[src/design/pcof_params.svh]
// constants for the pwm cycle length and overflow flag block
// assumes inclusion by bare name from design files only
`ifndef PCOF_PARAMS_SVH
`define PCOF_PARAMS_SVH
`define PCOF_LEN_SEL_W 2
`define PCOF_LEN_SEL_RST 2'h0
`define PCOF_RSVD_W 3
`define PCOF_RSVD_RST 3'h0
`define PCOF_MIN_BITS 8
`define PCOF_MAX_BITS 11
`define PCOF_CNT_W 16
`define PCOF_CHANNELS 6
`endif

[src/design/pcof_pkg.sv]
// types for the pwm cycle length and overflow flag block
// assumes pcof_params.svh is on the include path
`include "pcof_params.svh"
`default_nettype none
package pcof_pkg;
	typedef enum logic [1:0] {
		PCOF_LEN_8 = 2'h0,
		PCOF_LEN_9 = 2'h1,
		PCOF_LEN_10 = 2'h2,
		PCOF_LEN_11 = 2'h3
	} pcof_len_t;
	typedef struct packed {
		logic wr;
		logic flag_wdata;
		pcof_len_t len_wdata;
		logic [`PCOF_RSVD_W-1:0] rsvd_wdata;
	} pcof_ctrl_wr_t;
endpackage
`default_nettype wire

[src/design/pcof_core.sv]
// cycle length select and sticky pwm overflow flag
// assumes counter and channel modes come from the surrounding pwm unit, same clock
// Summary of operation
// flag sets when main counter carries out of bit 7..10
// select field picks which counter bit drives the flag
// hardware or firmware sets flag; only firmware write clears it
// flag reads 0 with no overflow since clear, else 1
// software writes zero into the reserved field
// without 16-bit mode, select sets the pwm cycle length
// one select setting applies to all variable-length channels
// 16-bit channels ignore select and run full width
`include "pcof_params.svh"
`default_nettype none
module pcof_core
	import pcof_pkg::*;
#(
	parameter int CNT_W = `PCOF_CNT_W,
	parameter int CHANNELS = `PCOF_CHANNELS
) (
	input wire logic core_clk, // clock
	input wire logic reset_n, // async reset, active low
	input wire logic [CNT_W-1:0] main_array_counter, // main counter value
	input wire logic [CHANNELS-1:0] chan_mode16, // channel in 16-bit pwm mode
	input wire pcof_ctrl_wr_t ctrl_wr, // firmware control write
	output logic overflow_flag, // sticky overflow flag
	output pcof_len_t pwm_cycle_length_select, // current select field
	output logic [`PCOF_RSVD_W-1:0] rsvd_rd, // reserved field readback
	output logic [CHANNELS-1:0][CNT_W-1:0] chan_cycle_max, // per-channel top count
	output logic [CHANNELS-1:0] chan_wrap // per-channel cycle end pulse
);
	// the full-width wrap must sit above the widest selectable cycle
	generate
		if (CNT_W <= `PCOF_MAX_BITS) begin : g_bad_cnt_w
			$error("pcof_core: CNT_W must exceed the widest selectable cycle");
		end
		if (CHANNELS < 1) begin : g_bad_channels
			$error("pcof_core: CHANNELS must be at least 1");
		end
	endgenerate

	// reset synchroniser
	logic rst_s1_r;
	logic rst_n_r;
	// control field copies
	logic flag_r;
	logic flag_nxt;
	pcof_len_t len_r;
	pcof_len_t len_nxt;
	logic [`PCOF_RSVD_W-1:0] rsvd_r;
	logic [`PCOF_RSVD_W-1:0] rsvd_nxt;
	// counter history for edge detection
	logic [CNT_W-1:0] cnt_prev_r;
	// decoded events
	logic wrap_sel;
	logic wrap_full;
	logic [CNT_W-1:0] var_max;
	// per-channel results
	logic [CHANNELS-1:0][CNT_W-1:0] max_r;
	logic [CHANNELS-1:0] wrap_r;

	// top bit index of the cycle for a select code
	function automatic int unsigned len_top(input pcof_len_t l);
		return `PCOF_MIN_BITS - 1 + int'(l);
	endfunction

	// carry out of bit k: it was set and now is clear
	function automatic logic fell(input logic [CNT_W-1:0] prev, input logic [CNT_W-1:0] cur,
		input int unsigned k);
		return prev[k] & ~cur[k];
	endfunction

	// all ones up to and including the top bit of the selected cycle
	function automatic logic [CNT_W-1:0] cycle_top(input pcof_len_t l);
		logic [CNT_W-1:0] top;
		top = '0;
		for (int i = 0; i < CNT_W; i++) begin
			top[i] = (i <= int'(len_top(l)));
		end
		return top;
	endfunction

	always_ff @(posedge core_clk or negedge reset_n) begin
		if (!reset_n) begin
			rst_s1_r <= 1'b0;
			rst_n_r <= 1'b0;
		end else begin
			rst_s1_r <= 1'b1;
			rst_n_r <= rst_s1_r;
		end
	end

	always_ff @(posedge core_clk or negedge rst_n_r) begin
		if (!rst_n_r)
			cnt_prev_r <= '0;
		else
			cnt_prev_r <= main_array_counter;
	end

	// wrap uses the stored select, so a new select applies from the next cycle on
	always_comb begin
		wrap_sel = fell(cnt_prev_r, main_array_counter, len_top(len_r));
		wrap_full = fell(cnt_prev_r, main_array_counter, CNT_W - 1);
		var_max = cycle_top(len_r);
	end

	always_comb begin
		len_nxt = len_r;
		rsvd_nxt = rsvd_r;
		if (ctrl_wr.wr) begin
			len_nxt = ctrl_wr.len_wdata;
			// stored as written; firmware keeps it zero
			rsvd_nxt = ctrl_wr.rsvd_wdata;
		end
	end

	// hardware set wins over a firmware clear in the same cycle, so no wrap is lost
	always_comb begin
		flag_nxt = flag_r;
		if (wrap_sel) begin
			flag_nxt = 1'b1;
		end else if (ctrl_wr.wr) begin
			flag_nxt = ctrl_wr.flag_wdata;
		end
	end

	always_ff @(posedge core_clk or negedge rst_n_r) begin
		if (!rst_n_r) begin
			len_r <= pcof_len_t'(`PCOF_LEN_SEL_RST);
		end else begin
			len_r <= len_nxt;
		end
	end

	always_ff @(posedge core_clk or negedge rst_n_r) begin
		if (!rst_n_r) begin
			rsvd_r <= `PCOF_RSVD_RST;
		end else begin
			rsvd_r <= rsvd_nxt;
		end
	end

	always_ff @(posedge core_clk or negedge rst_n_r) begin
		if (!rst_n_r) begin
			flag_r <= 1'b0;
		end else begin
			flag_r <= flag_nxt;
		end
	end

	generate
		for (genvar c = 0; c < CHANNELS; c++) begin : g_chan
			always_ff @(posedge core_clk or negedge rst_n_r) begin
				if (!rst_n_r) begin
					max_r[c] <= '0;
				end else if (chan_mode16[c]) begin
					max_r[c] <= '1;
				end else begin
					max_r[c] <= var_max;
				end
			end

			always_ff @(posedge core_clk or negedge rst_n_r) begin
				if (!rst_n_r) begin
					wrap_r[c] <= 1'b0;
				end else if (chan_mode16[c]) begin
					wrap_r[c] <= wrap_full;
				end else begin
					wrap_r[c] <= wrap_sel;
				end
			end
		end
	endgenerate

	assign overflow_flag = flag_r;
	assign pwm_cycle_length_select = len_r;
	assign rsvd_rd = rsvd_r;
	assign chan_cycle_max = max_r;
	assign chan_wrap = wrap_r;
endmodule
`default_nettype wire

[config.mk]
export PLATFORM = sky130hd
export DESIGN_NAME = pcof_core
export DESIGN_NICKNAME = d
export VERILOG_FILES = /design/src/design/pcof_pkg.sv /design/src/design/pcof_core.sv
export VERILOG_INCLUDE_DIRS = /design/src /design/src/design
export SDC_FILE = /design/constraint.sdc
export NUM_CORES = 1
export LEC_CHECK = 0
export BUFFER_PORTS_ARGS = -buffer_cell sky130_fd_sc_hd__buf_2
export CORE_MARGIN = 2
export CORE_UTILIZATION = 49
export CTS_CLUSTER_SIZE = 40
export DETAILED_ROUTE_END_ITERATION = 8
export GPL_ROUTABILITY_DRIVEN = 0
export PLACE_DENSITY = 0.93
export REMOVE_ABC_BUFFERS = 1
export SYNTH_ARGS = -nofsm -noshare
export SYNTH_HDL_FRONTEND = slang
export SYNTH_SLANG_ARGS = --single-unit
[constraint.sdc]
create_clock -name core_clk -period 6.1 [get_ports core_clk]
set_input_delay 0.61 -clock core_clk [delete_from_list [all_inputs] [get_ports core_clk]]
set_output_delay 0.61 -clock core_clk [all_outputs]
set_load 0.1 [all_outputs]
Word level (Yosys, flattened, before mapping)
Index checks and enable logic that the tools add are counted.
{ "totals": {"in_bits": 31, "out_inout_bits": 108, "register_bits": 126} }
{ "classes": {"bitwise_logic": 4, "n_reduce_logical": 1, "addsub": 1, "mux": 18, "n_lt_le_gt_ge": 17} }
{ "ops": {"columns": ["op", "n"], "rows": [
  ["5-bit by 32-bit <= comparator with 1-bit output, first input constant", 7],
  ["4-bit by 32-bit <= comparator with 1-bit output, first input constant", 4],
  ["16-bit 2-to-1 mux", 6],
  ["3-bit by 32-bit <= comparator with 1-bit output, first input constant", 2],
  ["1-bit by 32-bit <= comparator with 1-bit output, first input constant", 1],
  ["2-bit by 32-bit <= comparator with 1-bit output, first input constant", 1],
  ["32-bit by 5-bit < comparator with 1-bit output, second input constant", 1],
  ["1-bit 2-to-1 mux", 10],
  ["1-bit binary-select mux with 4-bit select", 2],
  ["3-bit by 2-bit adder with 4-bit output, first input constant", 1],
  ["4-bit <= comparator, first input constant", 1],
  ["1-bit AND", 2],
  ["1-bit NOT", 2],
  ["2-bit nonzero test", 1]
]} }

Depth between registers and ports, before layout
{ "depth": {"word_depth": 6, "mapped_depth": 8} }

Worst setup path before layout
Ideal clock, no wire load.
{ "synth_timing": {"path_kind": "reg-to-reg", "start": "register len_r[0] (netlist: pwm_cycle_length_select[0])", "end": "register wrap_r[0] (netlist: chan_wrap[0])", "path_stages_with_launch": 8, "arrival_time_ps": 2516, "t_required_ps": 6022, "setup_slack_ps": 3506, "setup_ps": 78, "cell_sequence": "dfrtp_1 -> buf_6 -> inv_1 -> ha_1 -> nand2_1 -> o311ai_0 -> o2111ai_4 -> o21ai_1"} }
{ "synth_between": {"elab_chain_len": 6, "elab_cells_between_ends": 8, "cone_classes": "1 x add/sub; 5 x mux; 2 x bitwise"} }
{ "synth_rtl": {"columns": ["element", "line", "rtl"], "rows": [
  ["from (decl)", "pcof_core.sv:47", "pcof_len_t len_r;"],
  ["from (signal assigned)", "pcof_core.sv:128", "len_r <= pcof_len_t'(`PCOF_LEN_SEL_RST);"],
  ["from (signal assigned)", "pcof_core.sv:130", "len_r <= len_nxt;"],
  ["3-bit by 2-bit adder with 4-bit output (no source line) (*)", null, null],
  ["1-bit binary-select mux with 4-bit select", "pcof_core.sv:69", "return prev[k] & ~cur[k];"],
  ["1-bit 2-to-1 mux (implied by the code)", "pcof_core.sv:69", null],
  ["1-bit NOT", "pcof_core.sv:69", null],
  ["1-bit AND (*)", "pcof_core.sv:69", null],
  ["1-bit 2-to-1 mux (*)", "pcof_core.sv:165", "end else if (chan_mode16[c]) begin"],
  ["to (signal, indexed assignment)", "pcof_core.sv:166", "wrap_r[c] <= wrap_full;"],
  ["to (signal, indexed assignment)", "pcof_core.sv:168", "wrap_r[c] <= wrap_sel;"],
  ["to (decl)", "pcof_core.sv:59", "logic [CHANNELS-1:0] wrap_r;"]
]} }
Mark *: on every way between the ends. The rest lies on a longest branch, timed or not. The select of a mux whose other input is x is not followed.
A chain may end at the register's enable or synchronous reset.

Worst setup path in the final report
{ "layout_timing": {"start": "register len_r[0] (netlist: pwm_cycle_length_select[0])", "end": "register wrap_r[4] (netlist: chan_wrap[4])"} }
Same word-level chain as after synthesis.

==> impl_metrics.env <==
export IMPL_status="completed"
export IMPL_tritoncts="done"
export IMPL_yosys_area_top_type_share_pct=68.68
export IMPL_clk_pin_slew_ns=0.09
export IMPL_fmax_mhz=435.8
export IMPL_die_height_microns=83.03
export IMPL_ctsResizeCount=0
export IMPL_hpwlAfterDp_mm=4.297
export IMPL_slew_limit_headroom_pct=34.05
export IMPL_synthDominantAreaCellType="dfrtp_1"
export IMPL_min_path_type="in2async"
export IMPL_totalPowerFinal_mw=1.529
export IMPL_layout_drive_gt1_share_pct=49.40
export IMPL_least_margin_pin_slew_ns=0.9893
export IMPL_slew_viol_final=0
export IMPL_finalHoldViolations=0
export IMPL_wl_mm=5.907
export IMPL_routed_wirelength_normalized_by_instance_count_microns=14.37
export IMPL_setup_worst_path_end_class="flop"
export IMPL_dr_pass1_iters=4
export IMPL_final_setup_tns_ns=0
export IMPL_core_area_sq_um=5991
export IMPL_setup_viol_count_final=0
export IMPL_postSynth_asyncResetShare_pct=100.0
export IMPL_timing_hold_ws_ns=0.02365
export IMPL_finish_net_count=367
export IMPL_max_cap_viol_count=0
export IMPL_synth_ff_latch_count=84
export IMPL_worstSetupPathType="reg2reg"
export IMPL_critPathArrivalTime_ns=2.58
export IMPL_ys_flop_type="dfrtp_1"
export IMPL_cp_max_fo=12
export IMPL_yosys_cell_types_count=30
export IMPL_syn_to_final_growth_pct=21.46
export IMPL_final_cell_area_sq_um=3717
export IMPL_antenna_violating_nets_post_route=0
export IMPL_post_cts_setup_buffer_count=0
export IMPL_cts_buffers_inserted=9
export IMPL_diodes=0
export IMPL_chipWidth_microns=83.03
export IMPL_routed_via_count=1925
export IMPL_hold_fix_buffers_at_cts=0
export IMPL_pleak_nw=1.740
export IMPL_postLayoutSetupSlackWorst_ns=3.805
export IMPL_clk_latency_ns=0.36
export IMPL_synth_enable_flop_cells=0
export IMPL_grt_setup_unrepaired="no"
export IMPL_synth_yosys_seq_area_share_pct=68.68
export IMPL_initial_utilization_pct=51.09
export IMPL_netlist_top_cells_area="dfrtp_1 (69%), buf_4 (8.8%), or2_2 (2.5%)"
export IMPL_critPathRequiredTime_ns=6.38
export IMPL_io_buffer_count=131
export IMPL_drc=0
export IMPL_cts_root_buf="clkbuf_8"
export IMPL_detail_route_vias_per_cell=4.684
export IMPL_cts_max_level=3
export IMPL_placement_rows=28
export IMPL_fp_dieArea_sq_um=6894
export IMPL_antenna_found_initial=0
export IMPL_grt_first_pass_wirelength_mm=9.625
export IMPL_worst_clock_skew_ns=0.01475
export IMPL_track_usage_pct=18.20
export IMPL_drtIter0Drc=80
export IMPL_pre_cts_slack_ns=3.780
export IMPL_dpl_cell_area_sq_um=3502
export IMPL_post_route_period_util_pct=37.62
export IMPL_start_kind="flop"
export IMPL_power_per_cell_area_nw_per_um2=411.3
export IMPL_grt_overflow_total=0
export IMPL_clockBufferDepth=2
export IMPL_postSynthCellCount=234
export IMPL_numPlacedInstances=395
export IMPL_top_level_ports=139
export IMPL_maximum_number_of_pins_on_one_net_before_global_route_repair=83
export IMPL_post_synth_instance_area_sq_um=3060
export IMPL_dominant_cell_by_count_in_the_synthesized_netlist="dfrtp_1"
export IMPL_clock_sinks=84
export IMPL_synthesis_area_per_instance_sq_um=13.08
export IMPL_period_minus_slack_ns=2.295
export IMPL_post_route_util_pct=62.05
export IMPL_ys_warnings_count=0
export IMPL_synth_top_cells_by_count="dfrtp_1 (84), buf_4 (36), nand2_1 (16)"
export IMPL_ir_worst_vdd_v=0.0002384
export IMPL_via_count_of_the_first_global_routing_pass=1946
export IMPL_post_layout_nonfiller_instances=411
[path summary, 6_finish.rpt]
| path | endpoint | cells after the start | slack (ns) | startpoint |
|---|---|---|---|---|
| setup / recovery | chan_wrap[4] | 6 | 3.81 | pwm_cycle_length_select[0] |
| hold / removal | rst_n_r | 1 | 0.02 | reset_n |
| setup reg to reg | chan_wrap[4] | 6 | 3.81 | pwm_cycle_length_select[0] |
| hold reg to reg | rst_n_r | 0 | 0.36 | rst_s1_r |
| max in group asynchronous | chan_cycle_max[5] | 0 | 4.97 | rst_n_r |
| min in group core_clk | rst_n_r | 0 | 0.36 | rst_s1_r |
[layer usage]
metal | share of wire (%) | global-route usage [%] | vias to the layer above | wire (microns)
met3 | 6.9 | 5.964 | 6 | 409
met2 | 53 | 31.67 | 87 | 3137
li1 | - | - | 893 | -
met1 | 39 | 21.15 | 939 | 2301
met4 | 0.98 | 6.259 | 0 | 58
met5 | 0 | 0 | - | 0
[kinds of logic (layout without fill, tap and decap cells)]
group           Yosys count  count (layout)  synth area share (%)
mux                       4               4                 1.431
flops                    84              84                 68.68
other cells               1               2                0.1225
compound gates           13              13                 3.557
buf+inv                  61             162                 12.14
simple gates             66              66                 12.02
fa+ha+maj                 5               5                 2.044
[power by group]
| group | switching [mW] | internal [mW] |
|---|---|---|
| sequential | 0.0246 | 0.595 |
| clock | 0.219 | 0.202 |
| combinational | 0.425 | 0.0633 |
[worst max-delay path: stages, from the launching register on]
cell and delay, ns:
dfrtp_1 0.55, inv_1 0.19, ha_1 0.43, nand2_1 0.06, o311ai_0 0.53, o2111ai_4 0.27, o21ai_1 0.18
[registers in the layout (all words and copies together) (netlist names)]
name,cells
pwm_cycle_length_select,2
rst_s1_r,1
overflow_flag,1
chan_cycle_max,61
cnt_prev_r,9
chan_wrap,6
rsvd_rd,3
rst_n_r,1
[area by class of cell]
class | count | area (sq um)
Fill cell | 456 | 2273
Clock inverter | 7 | 91.34
Inverter | 15 | 56.30
Tap cell | 75 | 93.84
Multi-Input combinational cell | 90 | 590.6
Clock buffer | 9 | 123.9
Timing Repair Buffer | 131 | 655.6
Sequential cell | 84 | 2106
[layout by cell type (no fill, tap or decap), types with 2 or more instances in the layout]
cell type and instances:
o21ai_0 2, or3b_1 2, buf_2 131, ha_1 5, inv_1 15, or3_1 6, nand3b_1 6, nor2b_1 2
or2_2 12, conb_1 2, o21ai_1 5, mux2_2 3, nand2b_1 10, nand2_1 16, clkbuf_8 9, dfrtp_1 83
nor2_1 7, inv_8 4
No activity file was read; power rests on OpenSTA's default activity.
